File: src/amr_pkg.sv
package amr_pkg;
  // Instruction codes
  localparam logic [7:0] AMR_CMD_WREN      = 8'h06;
  localparam logic [7:0] AMR_CMD_EN4B      = 8'hB7;
  localparam logic [7:0] AMR_CMD_RST_EN    = 8'h66;
  localparam logic [7:0] AMR_CMD_RST       = 8'h99;
  localparam logic [7:0] AMR_CMD_WRSR1     = 8'h01;
  localparam logic [7:0] AMR_CMD_RDPARAM   = 8'h5A;
  localparam logic [7:0] AMR_CMD_EXIT_XIP  = 8'hFF;
  // Parameter table offsets and contents
  localparam logic [7:0] AMR_OFS_DW16_B0   = 8'h3C;
  localparam logic [7:0] AMR_OFS_DW16_B1   = 8'h3D;
  localparam logic [7:0] AMR_OFS_DW16_B2   = 8'h3E;
  localparam logic [7:0] AMR_OFS_DW16_B3   = 8'h3F;
  localparam logic [7:0] AMR_OFS_4B_SUP    = 8'h40;
  localparam logic [7:0] AMR_RST_DW16_B0   = 8'hF0;
  localparam logic [7:0] AMR_RST_DW16_B1   = 8'h30;
  localparam logic [7:0] AMR_RST_DW16_B2   = 8'hF8;
  localparam logic [7:0] AMR_RST_DW16_B3   = 8'hA1;
  localparam logic [7:0] AMR_RST_4B_SUP    = 8'h6B;
  localparam logic [7:0] AMR_PARAM_UNMAP   = 8'hFF;
  // Dword field positions
  localparam int         AMR_ENTER_LSB     = 24;
  localparam int         AMR_DEDIC4B_BIT   = 29;
  // Status register 1: bits 7:4 non-volatile, 3:0 volatile
  localparam logic [7:0] AMR_SR1_NV_MASK   = 8'hF0;
  localparam logic [7:0] AMR_SR1_RST       = 8'h00;
  localparam logic [7:0] AMR_SR1_NV_INIT   = 8'h00;
  // Line width codes
  localparam logic [1:0] AMR_W1            = 2'h0;
  localparam logic [1:0] AMR_W2            = 2'h1;
  localparam logic [1:0] AMR_W4            = 2'h2;
  // Controller registers (AXI4-Lite byte addresses)
  localparam logic [3:0] AMR_REG_CMD       = 4'h0;
  localparam logic [3:0] AMR_REG_CTRL      = 4'h4;
  localparam logic [3:0] AMR_REG_STAT      = 4'h8;
  localparam logic [3:0] AMR_REG_RDATA     = 4'hC;
  localparam logic [1:0] AMR_RESP_OKAY     = 2'h0;
  localparam logic [1:0] AMR_RESP_SLVERR   = 2'h2;
endpackage : amr_pkg
File: src/amr_link_if.sv
`timescale 1ns/100ps
// One instruction transaction: host offers an opcode with argument, device answers
interface amr_link_if;
  logic       req;
  logic [7:0] opcode;
  logic [7:0] arg;
  logic [1:0] width;
  logic       ack;
  logic [7:0] rdata;
  logic       mode_4b;
  modport dev  (input req, opcode, arg, width, output ack, rdata, mode_4b);
  modport host (output req, opcode, arg, width, input ack, rdata, mode_4b);
endinterface : amr_link_if

File: src/amr_host.sv
`timescale 1ns/100ps
module amr_host
  import amr_pkg::*;
(
  // Clock and reset
  input  wire logic        aclk,
  input  wire logic        aresetn,
  // AXI4-Lite slave
  input  wire logic [3:0]  s_axi_awaddr,
  input  wire logic        s_axi_awvalid,
  output logic             s_axi_awready,
  input  wire logic [31:0] s_axi_wdata,
  input  wire logic [3:0]  s_axi_wstrb,
  input  wire logic        s_axi_wvalid,
  output logic             s_axi_wready,
  output logic [1:0]       s_axi_bresp,
  output logic             s_axi_bvalid,
  input  wire logic        s_axi_bready,
  input  wire logic [3:0]  s_axi_araddr,
  input  wire logic        s_axi_arvalid,
  output logic             s_axi_arready,
  output logic [31:0]      s_axi_rdata,
  output logic [1:0]       s_axi_rresp,
  output logic             s_axi_rvalid,
  input  wire logic        s_axi_rready,
  // Link
  amr_link_if.host         link
);
  typedef enum {AMR_IDLE, AMR_REQ, AMR_WAIT} amr_st_t;
  amr_st_t     st_reg,    st_next;
  logic [15:0] cmd_reg,   cmd_next;
  logic [1:0]  width_reg, width_next;
  logic [31:0] dw_reg,    dw_next;
  logic [1:0]  bidx_reg,  bidx_next;
  logic        dwmode_reg, dwmode_next;
  logic        aw_reg, aw_next, w_reg, w_next, bv_reg, bv_next, rv_reg, rv_next;
  logic [3:0]  awa_reg, awa_next;
  logic [31:0] wd_reg, wd_next, rd_reg, rd_next;
  logic [1:0]  br_reg, br_next, rr_reg, rr_next;

  // -----------------------------
  // Register bus and sequencer
  // -----------------------------
  // CMD write: [7:0] opcode, [15:8] arg; CTRL: [1:0] width, [2] dword read
  always_comb begin
    st_next = st_reg; cmd_next = cmd_reg; width_next = width_reg; dw_next = dw_reg;
    bidx_next = bidx_reg; dwmode_next = dwmode_reg;
    aw_next = aw_reg; w_next = w_reg; bv_next = bv_reg; rv_next = rv_reg;
    awa_next = awa_reg; wd_next = wd_reg; rd_next = rd_reg; br_next = br_reg; rr_next = rr_reg;
    if (s_axi_awvalid && !aw_reg && !bv_reg) begin
      aw_next = 1'b1; awa_next = s_axi_awaddr;
    end
    if (s_axi_wvalid && !w_reg && !bv_reg) begin
      w_next = 1'b1; wd_next = s_axi_wdata;
    end
    if (aw_reg && w_reg && !bv_reg) begin
      bv_next = 1'b1; br_next = AMR_RESP_OKAY;
      case (awa_reg)
        AMR_REG_CMD: begin
          if (st_reg == AMR_IDLE) begin
            cmd_next = wd_reg[15:0]; st_next = AMR_REQ; bidx_next = 2'h0;
            // Dword read walks four rising offsets
            if (dwmode_reg) dw_next = 32'h0;
          end else br_next = AMR_RESP_SLVERR;
        end
        AMR_REG_CTRL: begin
          width_next = wd_reg[1:0]; dwmode_next = wd_reg[2];
        end
        default: br_next = AMR_RESP_SLVERR;
      endcase
    end
    if (bv_reg && s_axi_bready) begin
      bv_next = 1'b0; aw_next = 1'b0; w_next = 1'b0;
    end
    if (s_axi_arvalid && !rv_reg) begin
      rv_next = 1'b1; rr_next = AMR_RESP_OKAY;
      case (s_axi_araddr)
        AMR_REG_CMD:   rd_next = {16'h0, cmd_reg};
        AMR_REG_CTRL:  rd_next = {29'h0, dwmode_reg, width_reg};
        AMR_REG_STAT:  rd_next = {30'h0, link.mode_4b, st_reg != AMR_IDLE};
        AMR_REG_RDATA: rd_next = dw_reg;
        default: begin rd_next = 32'h0; rr_next = AMR_RESP_SLVERR; end
      endcase
    end else if (rv_reg && s_axi_rready) rv_next = 1'b0;
    case (st_reg)
      AMR_IDLE: ;
      AMR_REQ:  if (link.ack) st_next = AMR_WAIT;
      AMR_WAIT: begin
        dw_next = dw_reg;
        dw_next[8*bidx_reg +: 8] = link.rdata;
        if (dwmode_reg && bidx_reg != 2'h3) begin
          bidx_next = bidx_reg + 2'h1;
          cmd_next  = {cmd_reg[15:8] + 8'h01, cmd_reg[7:0]};
          st_next   = AMR_REQ;
        end else st_next = AMR_IDLE;
      end
      default: st_next = AMR_IDLE;
    endcase
  end

  // State registers
  always_ff @(posedge aclk) begin
    if (!aresetn) begin
      st_reg <= AMR_IDLE; cmd_reg <= 16'h0; width_reg <= AMR_W1; dw_reg <= 32'h0;
      bidx_reg <= 2'h0; dwmode_reg <= 1'b0; aw_reg <= 1'b0; w_reg <= 1'b0;
      bv_reg <= 1'b0; rv_reg <= 1'b0; awa_reg <= 4'h0; wd_reg <= 32'h0;
      rd_reg <= 32'h0; br_reg <= 2'h0; rr_reg <= 2'h0;
    end else begin
      st_reg <= st_next; cmd_reg <= cmd_next; width_reg <= width_next; dw_reg <= dw_next;
      bidx_reg <= bidx_next; dwmode_reg <= dwmode_next; aw_reg <= aw_next; w_reg <= w_next;
      bv_reg <= bv_next; rv_reg <= rv_next; awa_reg <= awa_next; wd_reg <= wd_next;
      rd_reg <= rd_next; br_reg <= br_next; rr_reg <= rr_next;
    end
  end

  assign s_axi_awready = !aw_reg && !bv_reg;
  assign s_axi_wready  = !w_reg && !bv_reg;
  assign s_axi_bvalid  = bv_reg;
  assign s_axi_bresp   = br_reg;
  assign s_axi_arready = !rv_reg;
  assign s_axi_rvalid  = rv_reg;
  assign s_axi_rdata   = rd_reg;
  assign s_axi_rresp   = rr_reg;
  // Soft reset ordering (66h then 99h) and XIP exit are software's order of CMD writes
  assign link.req    = (st_reg == AMR_REQ);
  assign link.opcode = cmd_reg[7:0];
  assign link.arg    = cmd_reg[15:8];
  assign link.width  = width_reg;
endmodule : amr_host

File: src/flat_wrapper.sv
// flat-port wrapper written by rule: the top's interface ports become plain ports
module amr_host_flat import amr_pkg::*;
  (aclk, aresetn, s_axi_awaddr, s_axi_awvalid, s_axi_awready, s_axi_wdata, s_axi_wstrb, s_axi_wvalid, s_axi_wready, s_axi_bresp, s_axi_bvalid, s_axi_bready, s_axi_araddr, s_axi_arvalid, s_axi_arready, s_axi_rdata, s_axi_rresp, s_axi_rvalid, s_axi_rready, link_req, link_opcode, link_arg, link_width, link_ack, link_rdata, link_mode_4b);
  amr_link_if link_i ();
  input  wire logic aclk;
  input  wire logic aresetn;
  input  wire logic [3:0] s_axi_awaddr;
  input  wire logic s_axi_awvalid;
  output logic s_axi_awready;
  input  wire logic [31:0] s_axi_wdata;
  input  wire logic [3:0] s_axi_wstrb;
  input  wire logic s_axi_wvalid;
  output logic s_axi_wready;
  output logic [1:0] s_axi_bresp;
  output logic s_axi_bvalid;
  input  wire logic s_axi_bready;
  input  wire logic [3:0] s_axi_araddr;
  input  wire logic s_axi_arvalid;
  output logic s_axi_arready;
  output logic [31:0] s_axi_rdata;
  output logic [1:0] s_axi_rresp;
  output logic s_axi_rvalid;
  input  wire logic s_axi_rready;
  output wire logic [$bits(link_i.req)-1:0] link_req;
  output wire logic [$bits(link_i.opcode)-1:0] link_opcode;
  output wire logic [$bits(link_i.arg)-1:0] link_arg;
  output wire logic [$bits(link_i.width)-1:0] link_width;
  input wire logic [$bits(link_i.ack)-1:0] link_ack;
  input wire logic [$bits(link_i.rdata)-1:0] link_rdata;
  input wire logic [$bits(link_i.mode_4b)-1:0] link_mode_4b;
  assign link_req = link_i.req;
  assign link_opcode = link_i.opcode;
  assign link_arg = link_i.arg;
  assign link_width = link_i.width;
  assign link_i.ack = link_ack;
  assign link_i.rdata = link_rdata;
  assign link_i.mode_4b = link_mode_4b;
  amr_host u_core (.aclk(aclk), .aresetn(aresetn), .s_axi_awaddr(s_axi_awaddr), .s_axi_awvalid(s_axi_awvalid), .s_axi_awready(s_axi_awready), .s_axi_wdata(s_axi_wdata), .s_axi_wstrb(s_axi_wstrb), .s_axi_wvalid(s_axi_wvalid), .s_axi_wready(s_axi_wready), .s_axi_bresp(s_axi_bresp), .s_axi_bvalid(s_axi_bvalid), .s_axi_bready(s_axi_bready), .s_axi_araddr(s_axi_araddr), .s_axi_arvalid(s_axi_arvalid), .s_axi_arready(s_axi_arready), .s_axi_rdata(s_axi_rdata), .s_axi_rresp(s_axi_rresp), .s_axi_rvalid(s_axi_rvalid), .s_axi_rready(s_axi_rready), .link(link_i));
endmodule
File: config.mk
export PLATFORM = sky130hd
export DESIGN_NAME = amr_host_flat
export DESIGN_NICKNAME = d
export VERILOG_FILES = /design/src/amr_pkg.sv /design/src/amr_link_if.sv /design/src/amr_host.sv /design/src/flat_wrapper.sv
export SDC_FILE = /design/constraint.sdc
export NUM_CORES = 1
export LEC_CHECK = 0
export BUFFER_PORTS_ARGS = -buffer_cell sky130_fd_sc_hd__buf_2
export CORE_MARGIN = 1.5
export CORE_UTILIZATION = 40
export CTS_BUF_LIST = sky130_fd_sc_hd__clkbuf_8
export DETAILED_ROUTE_END_ITERATION = 10
export HOLD_SLACK_MARGIN = 0.02
export PLACE_DENSITY_LB_ADDON = 0.2
export SLEW_MARGIN = 20
export SYNTH_ARGS = -nofsm -noshare
export SYNTH_HDL_FRONTEND = slang
export SYNTH_SLANG_ARGS = --single-unit
File: constraint.sdc
create_clock -name aclk -period 2.4 [get_ports aclk]
set_input_delay 0.36 -clock aclk [delete_from_list [all_inputs] [get_ports aclk]]
set_output_delay 0.36 -clock aclk [all_outputs]
set_load 0.02 [all_outputs]
==> reports/qor.txt, run 1 <==
status: finished clean
switching power: 0.00108 W
reg2reg path depth: 6
final wirelength: 12,800 microns
Critical Path AT: 1.96 ns
Die Area: 14,300 sq um
Layout Nets: 725
drt wl/cell: 15.1 microns
Hold Crit Class: primary input to register
ant diodes: 0
Fin. Hold Viols: 0
leakage: 2.75 nW
Seq cells post-synth: 143
CTS tree: done
DR vias: 4,347
sequential share of the synthesized area: 52.6%
FILL cells: 1,285
Final setup viols: 0
CP max-delay cell: dfxtp_1
cell breakdown of the critical path: nor4_4 > nand4_4 > or2_4 > and4bb_2 > buf_4
Reg clk slew, reported paths: 0.07 ns
Ys Warns: 0
CTS max path bufs: 2
GRT Overall Usage: 18.9%
crit path kind: register to output pin
H-tree depth: 4
switching part of the total: 22.9%
Die Wd: 120 microns
setup slack on the worst flop-to-flop path: 0.24 ns
Iter 0 DRT Violations: 268
Initial Util: 41.1%
worst hold endpoint: u_core.wd_reg[10]
Post-synth ARST share: 0%
crit start category: register
Core Area: 13,200 sq um
global-route wire length before repair: 21,300 microns
row count: 42
Final Cycle Share: 96.5%
internal power: 0.00364 W
grt total ovfl: 0
relative slew slack: 58.0%
Final Skew: 0.00800 ns
fin crit period: 2.32 ns
post-detail-place hpwl: 9030 microns
critical path fanouts, max: 2
f_max: 0.432 GHz
I/O Buffers: 98
setup TNS: 0 ns
total power: 0.00472 W
Root Driver: clkbuf_8
Worst R2R End: u_core.dw_reg[5]
CTS Buf Count: 17
num ports: 121
placer congestion estimate: 0.784
Avg Inst Size Synth: 10.2 sq um
Post-synth top flop: dfxtp_1
number of global-route vias before repair: 4,227
CP peak stage delay: 0.33 ns
largest net degree at the start of global routing: 81
DRT antenna net count: 0
hold slack final: 0.167 ns
PD cells: 704 nW/um^2
number of flops mapped to enable cells by yosys: 0
critical path endpoint category: output pin
cts hold-fix bufs: 0
hold path start: s_axi_wdata[10]
WHS Path Cells: 3
Final Util: 50.6%
number of library cell types mapped by synthesis: 60
TritonRoute pass-1 iters: 6
Syn-to-layout area delta: 23.2%
Mapped Cells: 532
Peak supply drop: 0.000350 V
clk_lat worst skew: 0.43 ns
Pins Over Slew Limit: 0
CTS Sinks: 143
Reg power frac: 52.7%
Tightest Pin Transition: 0.629 ns
maxcap violations: 0
RSZ-0062 raised after global routing: false
initial antenna violation count: 0
synthesized area: 5440 sq um
FF-to-FF Start: u_core.st_reg[23]
DRC viols: 0
fraction of layout cells with a size suffix above 1: 25.7%
clock share of power: 40.3%
worst path required time: 2.04 ns
Die H: 120 microns
Logic pwr share: 7.0%
Vias/cell: 5.14
cell type report:
cell class	instances	area [sq um]	area share (%)
clock buffers	23	317	4.72
flip-flops and latches	143	2860	42.7
clock inverters	9	90.1	1.34
well taps	176	220	3.28
inverters	5	18.8	0.280
multi-input cells	376	2570	38.3
repair buffers	114	626	9.33
cell usage in the layout (no fill, tap or decap), types with 3 or more instances in the layout:
cell type	instances
a211oi_1	5
a21boi_0	40
a21oi_1	4
a221oi_1	13
a311oi_1	3
a32o_1	32
and2_1	3
and3_1	3
buf_2	97
buf_4	16
clkbuf_8	23
clkinv_2	3
conb_1	32
dfxtp_1	143
ha_1	7
inv_1	9
mux2i_1	10
nand2_1	75
nand3_1	23
nand3b_1	3
nor2_1	21
nor2b_1	16
nor3_1	7
nor3b_1	14
nor4_1	4
nor4_2	3
nor4_4	6
o21ai_0	10
o21ai_2	4
or3_2	3
power groups by stage:
stage	Clock, W	Combinational (W)	Sequential (W)
floorplan	0	0.000193	0.00255
global placement	0	0.000325	0.00253
detailed placement	0	0.000331	0.00254
CTS	0.00197	0.000334	0.00249
global route	0.00205	0.000368	0.00250
finish	0.00190	0.000331	0.00249
what timing repair did:
action                     in CTS  in global routing
cloned                          0                  0
setup endpoints to repair       1                  1
pin swaps                       1                  2
setup buffers                   1                  0
resized for setup               7                  1
synthesized netlist by cell type (2+ instances only):
master,n,area (sq um)
nor4_4,2,42.5
o21ai_0,10,50.1
mux2i_1,10,100
buf_2,3,15.0
inv_1,5,18.8
nor4_2,5,62.6
nand3b_1,3,22.5
a32o_1,32,320
nor3b_1,14,105
dfxtp_1,143,2860
nand2b_1,2,12.5
ha_1,7,87.6
nor3_1,8,40.0
a221oi_1,13,114
nor4_1,6,37.5
nand3_1,23,115
a21boi_0,40,300
nor2_1,21,78.8
and3_1,3,18.8
and2_1,3,18.8
buf_4,2,15.0
a311oi_1,3,26.3
o211ai_1,2,15.0
clkbuf_1,32,120
o21ai_2,4,35.0
or3_2,3,22.5
a211oi_1,5,37.5
a22oi_1,2,15.0
nor2b_1,17,106
nand2_1,75,282
a21oi_1,4,20.0
a31oi_1,2,12.5
cells by family after synthesis:
family / share of synthesized area [%]
buffers and inverters: 3.38
flip-flops: 52.6
AND/OR/NAND/NOR: 20.4
AO/OA/AOI/OAI: 19.5
adder cells (fa/ha/maj): 1.61
other: 0.0689
multiplexers: 2.46
per-layer routing:
metal	GRT usage (%)	up-vias	routed length (microns)
met5	0	-	0
met4	8.18	0	263
met3	4.47	27	536
met2	28.7	95	5770
met1	25.7	2060	6190
li1	-	2165	-
worst max-delay path by stage:
stage                            from        to  slack, ns  cells after the start
floorplan           u_core.st_reg[26]  link_req       0.41                      5
global placement    u_core.st_reg[17]  link_req       0.19                      5
detailed placement  u_core.st_reg[17]  link_req       0.18                      5
CTS                 u_core.st_reg[17]  link_req       0.01                      5
global route        u_core.st_reg[23]  link_req      0.005                      5
finish              u_core.st_reg[23]  link_req       0.08                      5
through the flow:
step / instances / area, sq um / setup slack (ns)
3_3_place_gp: 813 / 6240 / 0.191
5_1_grt: 846 / 6710 / 0.00513
2_1_floorplan: 563 / 5560 / 0.408
3_5_place_dp: 813 / 6240 / 0.180
4_1_cts: 846 / 6700 / 0.0125
6_report: 846 / 6710 / 0.0841
critical path: cells and delay by family (launching register included):
kind	cells	cell delay, ns
simple gates	4	1.05
buf+inv	1	0.15
flops	1	0.33
(Power assumes the default switching activity.)
==> run 2: changes to the inputs <==
--- a/config.mk
+++ b/config.mk
@@ -8,2 +8,3 @@
 export BUFFER_PORTS_ARGS = -buffer_cell sky130_fd_sc_hd__buf_2
+export CAP_MARGIN = 20
 export CORE_MARGIN = 1.5
==> constraint.sdc (replaced) <==
create_clock -name aclk -period 2.4 [get_ports aclk]
set_input_delay 0.48 -clock aclk [delete_from_list [all_inputs] [get_ports aclk]]
set_output_delay 0.48 -clock aclk [all_outputs]
set_load 0.02 [all_outputs]
==> run 2 against run 1 <==
Net effect: the flow now finishes with violations (negative setup slack); largest cell class unchanged; flip-flop and latch count did not move; cell count did not move; largest power group unchanged; critical path type unchanged; critical endpoint unchanged; setup slack got worse by 0.11 ns.
==> reports/qor.txt, run 2 (synthesis results as in run 1) <==
status: finished, violations left (was finished clean)
violated checks: negative setup slack
PD cells: 719 nW/um^2 (was 704 nW/um^2)
RSZ-0062 raised after global routing: true (was false)
clk_lat worst skew: 0.45 ns (was 0.43 ns)
H-tree depth: 4 (unchanged)
Final Cycle Share: 101% (was 96.5%)
Iter 0 DRT Violations: 301 (was 268)
most frequent cells in the layout: dfxtp_1, buf_2, nand2_1 (unchanged)
crit start category: register (unchanged)
f_max: 0.413 GHz (was 0.432 GHz)
commonest non-fill, non-tap cell in the layout: dfxtp_1 (unchanged)
worst path required time: 1.92 ns (was 2.04 ns)
crit path launch: u_core.st_reg[25] (was u_core.st_reg[23])
Vias/cell: 5.14 (about the same)
post-detail-place hpwl: 9000 microns (was 9030 microns)
Fin. Hold Viols: 0 (unchanged)
Critical Path AT: 1.94 ns (was 1.96 ns)
largest net degree at the start of global routing: 54 (was 81)
DR vias: 4,349 (was 4,347)
cts hold-fix bufs: 0 (unchanged)
I/O Buffers: 98 (unchanged)
CTS tree: done (unchanged)
grt total ovfl: 0 (unchanged)
crit path kind: register to output pin (unchanged)
FF-to-FF Start: u_core.st_reg[25] (was u_core.st_reg[23])
CTS max path bufs: 2 (unchanged)
ant diodes: 0 (unchanged)
setup slack on the worst flop-to-flop path: 0.17 ns (was 0.24 ns)
CTS Buf Count: 17 (unchanged)
Final Util: 50.9% (was 50.6%)
Root Driver: clkbuf_8 (unchanged)
Final Skew: 0.00937 ns (was 0.00800 ns)
placer congestion estimate: 0.766 (was 0.784)
initial antenna violation count: 0 (unchanged)
DRT antenna net count: 0 (unchanged)
global-route wire length before repair: 20,500 microns (was 21,300 microns)
GRT Overall Usage: 18.3% (was 18.9%)
relative slew slack: 58.0% (about the same)
Syn-to-layout area delta: 23.9% (was 23.2%)
Die Area: 14,300 sq um (unchanged)
CTS Sinks: 143 (unchanged)
Die Wd: 120 microns (unchanged)
DRC viols: 0 (unchanged)
total power: 0.00485 W (was 0.00472 W)
final wirelength: 12,600 microns (was 12,800 microns)
Hold Crit Class: primary input to register (unchanged)
fin crit period: 2.42 ns (was 2.32 ns)
maxcap violations: 0 (unchanged)
Layout Nets: 725 (unchanged)
row count: 42 (unchanged)
Core Area: 13,200 sq um (unchanged)
Placed Instances: 812 (was 813)
Die H: 120 microns (unchanged)
Post-Layout Cell Count: 846 (unchanged)
Tightest Pin Transition: 0.629 ns (about the same)
fraction of layout cells with a size suffix above 1: 26.6% (was 25.7%)
hold path start: s_axi_wdata[5] (was s_axi_wdata[10])
Peak supply drop: 0.000289 V (was 0.000350 V)
number of global-route vias before repair: 4,099 (was 4,227)
critical path fanouts, max: 2 (unchanged)
PnR worst setup slack: -0.0237 ns (was 0.0841 ns)
leakage: 2.73 nW (was 2.75 nW)
Initial Util: 41.1% (unchanged)
critical path endpoint category: output pin (unchanged)
drt wl/cell: 14.9 microns (was 15.1 microns)
num ports: 121 (unchanged)
Final setup viols: 1 (was 0)
TritonRoute pass-1 iters: 5 (was 6)
Reg clk slew, reported paths: 0.08 ns (was 0.07 ns)
Pins Over Slew Limit: 0 (unchanged)
[run 2: metal layers]
layer,wire length [microns],GRT usage (%),share of wire [%],vias up
li1,-,-,-,2168
met1,5940,24.1,47,2060
met2,5800,28.1,46,110
met3,720,5.61,5.7,11
met4,159,7.44,1.3,0
met5,0,0,0,-
[run 2: what timing repair did]
action / in CTS / in global routing
resized for setup: 7 / 3
endpoints found under the setup margin: 1 / 2
pin swaps: 3 / 2
buffers inserted: 2 / 0
[run 2: worst paths after layout]
check                           endpoint  cells after the start
hold / removal          u_core.wd_reg[5]                      3
setup / recovery                link_req                      5
setup reg to reg       u_core.dw_reg[17]                      7
hold reg to reg   u_core.s_axi_rdata[16]                      2
[run 2: power by group]
part,switching [W],internal [W],leakage (nW)
combinational,0.000206,0.000126,1.35
clock,0.000908,0.00112,0.203
sequential,0.0000442,0.00244,1.17
total,0.00116,0.00369,2.73
[run 2: layout make-up]
cell class	count	area, sq um
inverter	5	18.8
tap	176	220
clock inverter	15	195
clock buffer	17	234
fill	1307	6500
multi-input combinational	376	2570
timing repair buffer	114	642
sequential	143	2870
[run 2: worst max-delay path, cell delays in order (launching register included)]
cell	delay (ns)
dfxtp_2	0.33
nor4_4	0.33
nand4_4	0.14
or2_1	0.24
and4bb_2	0.34
buf_6	0.13
[run 2: metrics by stage]
stage	worst slack, ns	hold slack [ns]	setup TNS (ns)	instance area (sq um)
3_5_place_dp	0.233	0.453	0	6250
4_1_cts	-0.0642	0.236	-0.0642	6740
5_1_grt	-0.107	0.250	-0.107	6750
2_1_floorplan	0.288	0.437	0	5560
3_3_place_gp	0.249	0.449	0	6250
6_report	-0.0237	0.262	-0.0237	6750
==> run 3: changes to the inputs <==
- SKIP_LAST_GASP: unset -> 1
==> run 3 against run 2 <==
Net effect: the run still ends with negative setup slack left; maximum frequency fell by 0.26%; flip-flop and latch count did not move; die area did not move; hold slack got worse by 0.0021 ns; setup slack got worse by 0.0063 ns; via count rose by 0.64%; non-clock buffer count did not move; sequential power barely moved; largest cell class unchanged.
==> reports/qor.txt, run 3 (synthesis results as in run 1) <==
Core Area: 13,200 sq um (unchanged)
met3 Use GR: 5.61% (unchanged)
violated checks: negative setup slack (unchanged)
status: finished, violations left (unchanged)
Final Skew: 0.00936 ns (was 0.00937 ns)
Syn-to-layout area delta: 23.7% (was 23.9%)
number of global-route vias before repair: 4,099 (unchanged)
PD cells: 720 nW/um^2 (was 719 nW/um^2)
switching power: 0.00116 W (about the same)
critical path endpoint category: output pin (unchanged)
Die Area: 14,300 sq um (unchanged)
placer congestion estimate: 0.766 (unchanged)
Vias/cell: 5.17 (was 5.14)
reg2reg path depth: 7 (unchanged)
CTS tree: done (unchanged)
worst path required time: 1.92 ns (about the same)
FILL cells: 1,305 (was 1,307)
Die H: 120 microns (unchanged)
clk_lat worst skew: 0.46 ns (was 0.45 ns)
post-route cell area: 6740 sq um (was 6750 sq um)
I/O Buffers: 98 (unchanged)
DRC viols: 0 (unchanged)
num ports: 121 (unchanged)
Critical Path AT: 1.95 ns (was 1.94 ns)
DRT antenna net count: 0 (unchanged)
fraction of layout cells with a size suffix above 1: 26.1% (was 26.6%)
FF-to-FF Start: u_core.st_reg[25] (unchanged)
CTS Buf Count: 17 (unchanged)
H-tree depth: 4 (unchanged)
Tightest Pin Transition: 0.641 ns (was 0.629 ns)
final wirelength: 12,600 microns (about the same)
global-route wire length before repair: 20,500 microns (unchanged)
most frequent cells in the layout: dfxtp_1, buf_2, nand2_1 (unchanged)
RSZ-0062 raised after global routing: true (unchanged)
total power: 0.00485 W (about the same)
critical path fanouts, max: 2 (unchanged)
Final setup viols: 1 (unchanged)
dpl cell area: 6250 sq um (unchanged)
DR vias: 4,377 (was 4,349)
Hold Crit Class: primary input to register (unchanged)
CTS Sinks: 143 (unchanged)
TritonRoute pass-1 iters: 5 (unchanged)
Pins Over Slew Limit: 0 (unchanged)
maxcap violations: 0 (unchanged)
Logic pwr share: 6.8% (was 6.9%)
Die Wd: 120 microns (unchanged)
busiest grt layer: met2 (unchanged)
Post-Layout Cell Count: 846 (unchanged)
PnR worst setup slack: -0.0299 ns (was -0.0237 ns)
internal power: 0.00369 W (about the same)
Root Driver: clkbuf_8 (unchanged)
fin crit period: 2.43 ns (was 2.42 ns)
row count: 42 (unchanged)
cell breakdown of the critical path: nor4_4 > nand4_4 > or2_1 > and4bb_2 > buf_6 (unchanged)
Storage cell area: 2860 sq um (was 2870 sq um)
setup slack on the worst flop-to-flop path: 0.16 ns (was 0.17 ns)
Reg power frac: 51.2% (was 51.3%)
CP peak stage delay: 0.34 ns (about the same)
f_max: 0.412 GHz (was 0.413 GHz)
Worst R2R End: u_core.dw_reg[17] (unchanged)
WHS Path Cells: 3 (unchanged)
worst hold endpoint: u_core.wd_reg[5] (unchanged)
leakage: 2.73 nW (about the same)
Layout Nets: 725 (unchanged)
multi-input logic area: 2560 sq um (was 2570 sq um)
ant diodes: 0 (unchanged)
switching part of the total: 23.9% (about the same)
crit path kind: register to output pin (unchanged)
Fin. Hold Viols: 0 (unchanged)
setup TNS: -0.0299 ns (was -0.0237 ns)
Initial Util: 41.1% (unchanged)
GRT Overall Usage: 18.3% (unchanged)
initial antenna violation count: 0 (unchanged)
Final Cycle Share: 101% (about the same)
grt total ovfl: 0 (unchanged)
met1 Use GR: 24.1% (unchanged)
commonest non-fill, non-tap cell in the layout: dfxtp_1 (unchanged)
post-detail-place hpwl: 9000 microns (unchanged)
CP max-delay cell: and4bb_2 (unchanged)
Reg clk slew, reported paths: 0.08 ns (about the same)
hold path start: s_axi_wdata[5] (unchanged)
clock share of power: 41.9% (about the same)
met2 Use GR: 28.1% (unchanged)
CTS max path bufs: 2 (unchanged)
drt wl/cell: 14.9 microns (about the same)
crit start category: register (unchanged)
relative slew slack: 57.2% (was 58.0%)
Placed Instances: 812 (unchanged)
Iter 0 DRT Violations: 343 (was 301)
largest net degree at the start of global routing: 54 (unchanged)
Peak supply drop: 0.000289 V (about the same)
run 3: cell counts in the layout (fill, tap and decap cells not counted):
Identical to the previous run, type by type.
run 3: worst max path at each step:
stage               slack (ns)              start  cells after the start                 to
finish                   -0.03  u_core.st_reg[25]                      5           link_req
global placement          0.25  u_core.st_reg[17]                      6   u_core.dw_reg[3]
detailed placement        0.23  u_core.st_reg[25]                      6  u_core.dw_reg[17]
global route             -0.11  u_core.st_reg[25]                      5           link_req
CTS                      -0.06  u_core.st_reg[30]                      5           link_req
floorplan                 0.29  u_core.st_reg[26]                      5           link_req
run 3: final cells by class:
| cell class | instances | area share (%) |
|---|---|---|
| clock buffer | 17 | 3.47 |
| timing repair buffer | 114 | 9.53 |
| sequential | 143 | 42.5 |
| clock inverter | 15 | 2.90 |
| inverter | 5 | 0.279 |
| multi-input combinational | 376 | 38.0 |
| tap | 176 | 3.27 |
run 3: stage by stage:
stage	setup WS, ns	hold WS [ns]	utilization [%]
floorplan	0.288	0.437	-
global placement	0.249	0.449	47.2
detailed placement	0.233	0.453	47.2
CTS	-0.0642	0.236	50.9
global route	-0.112	0.250	50.9
finish	-0.0299	0.260	50.9
run 3: per-layer routing:
layer	part of all wire [%]	routed length [microns]
met5	0	0
met3	5.6	711
met4	1.9	238
met2	45	5720
met1	47	5940
run 3: worst max-delay path: cells and delay by family, from the launching register on:
family / cells / cell delay, ns
simple gates: 4 / 1.05
flops: 1 / 0.32
buf+inv: 1 / 0.13
run 3: power by group through the flow:
stage          registers [W]  logic (W)  clock network [W]
5_1_grt              0.00249   0.000369            0.00219
4_1_cts              0.00249   0.000335            0.00209
2_1_floorplan        0.00255   0.000193                  0
3_5_place_dp         0.00254   0.000333                  0
6_report             0.00249   0.000332            0.00203
3_3_place_gp         0.00253   0.000328                  0
run 3: timing repair:
action	in CTS	in global routing
gates cloned	0	0
hold buffers	0	0
pin swaps	3	2
setup endpoints to repair	1	2
buffers inserted	2	0
gates resized for setup	7	0
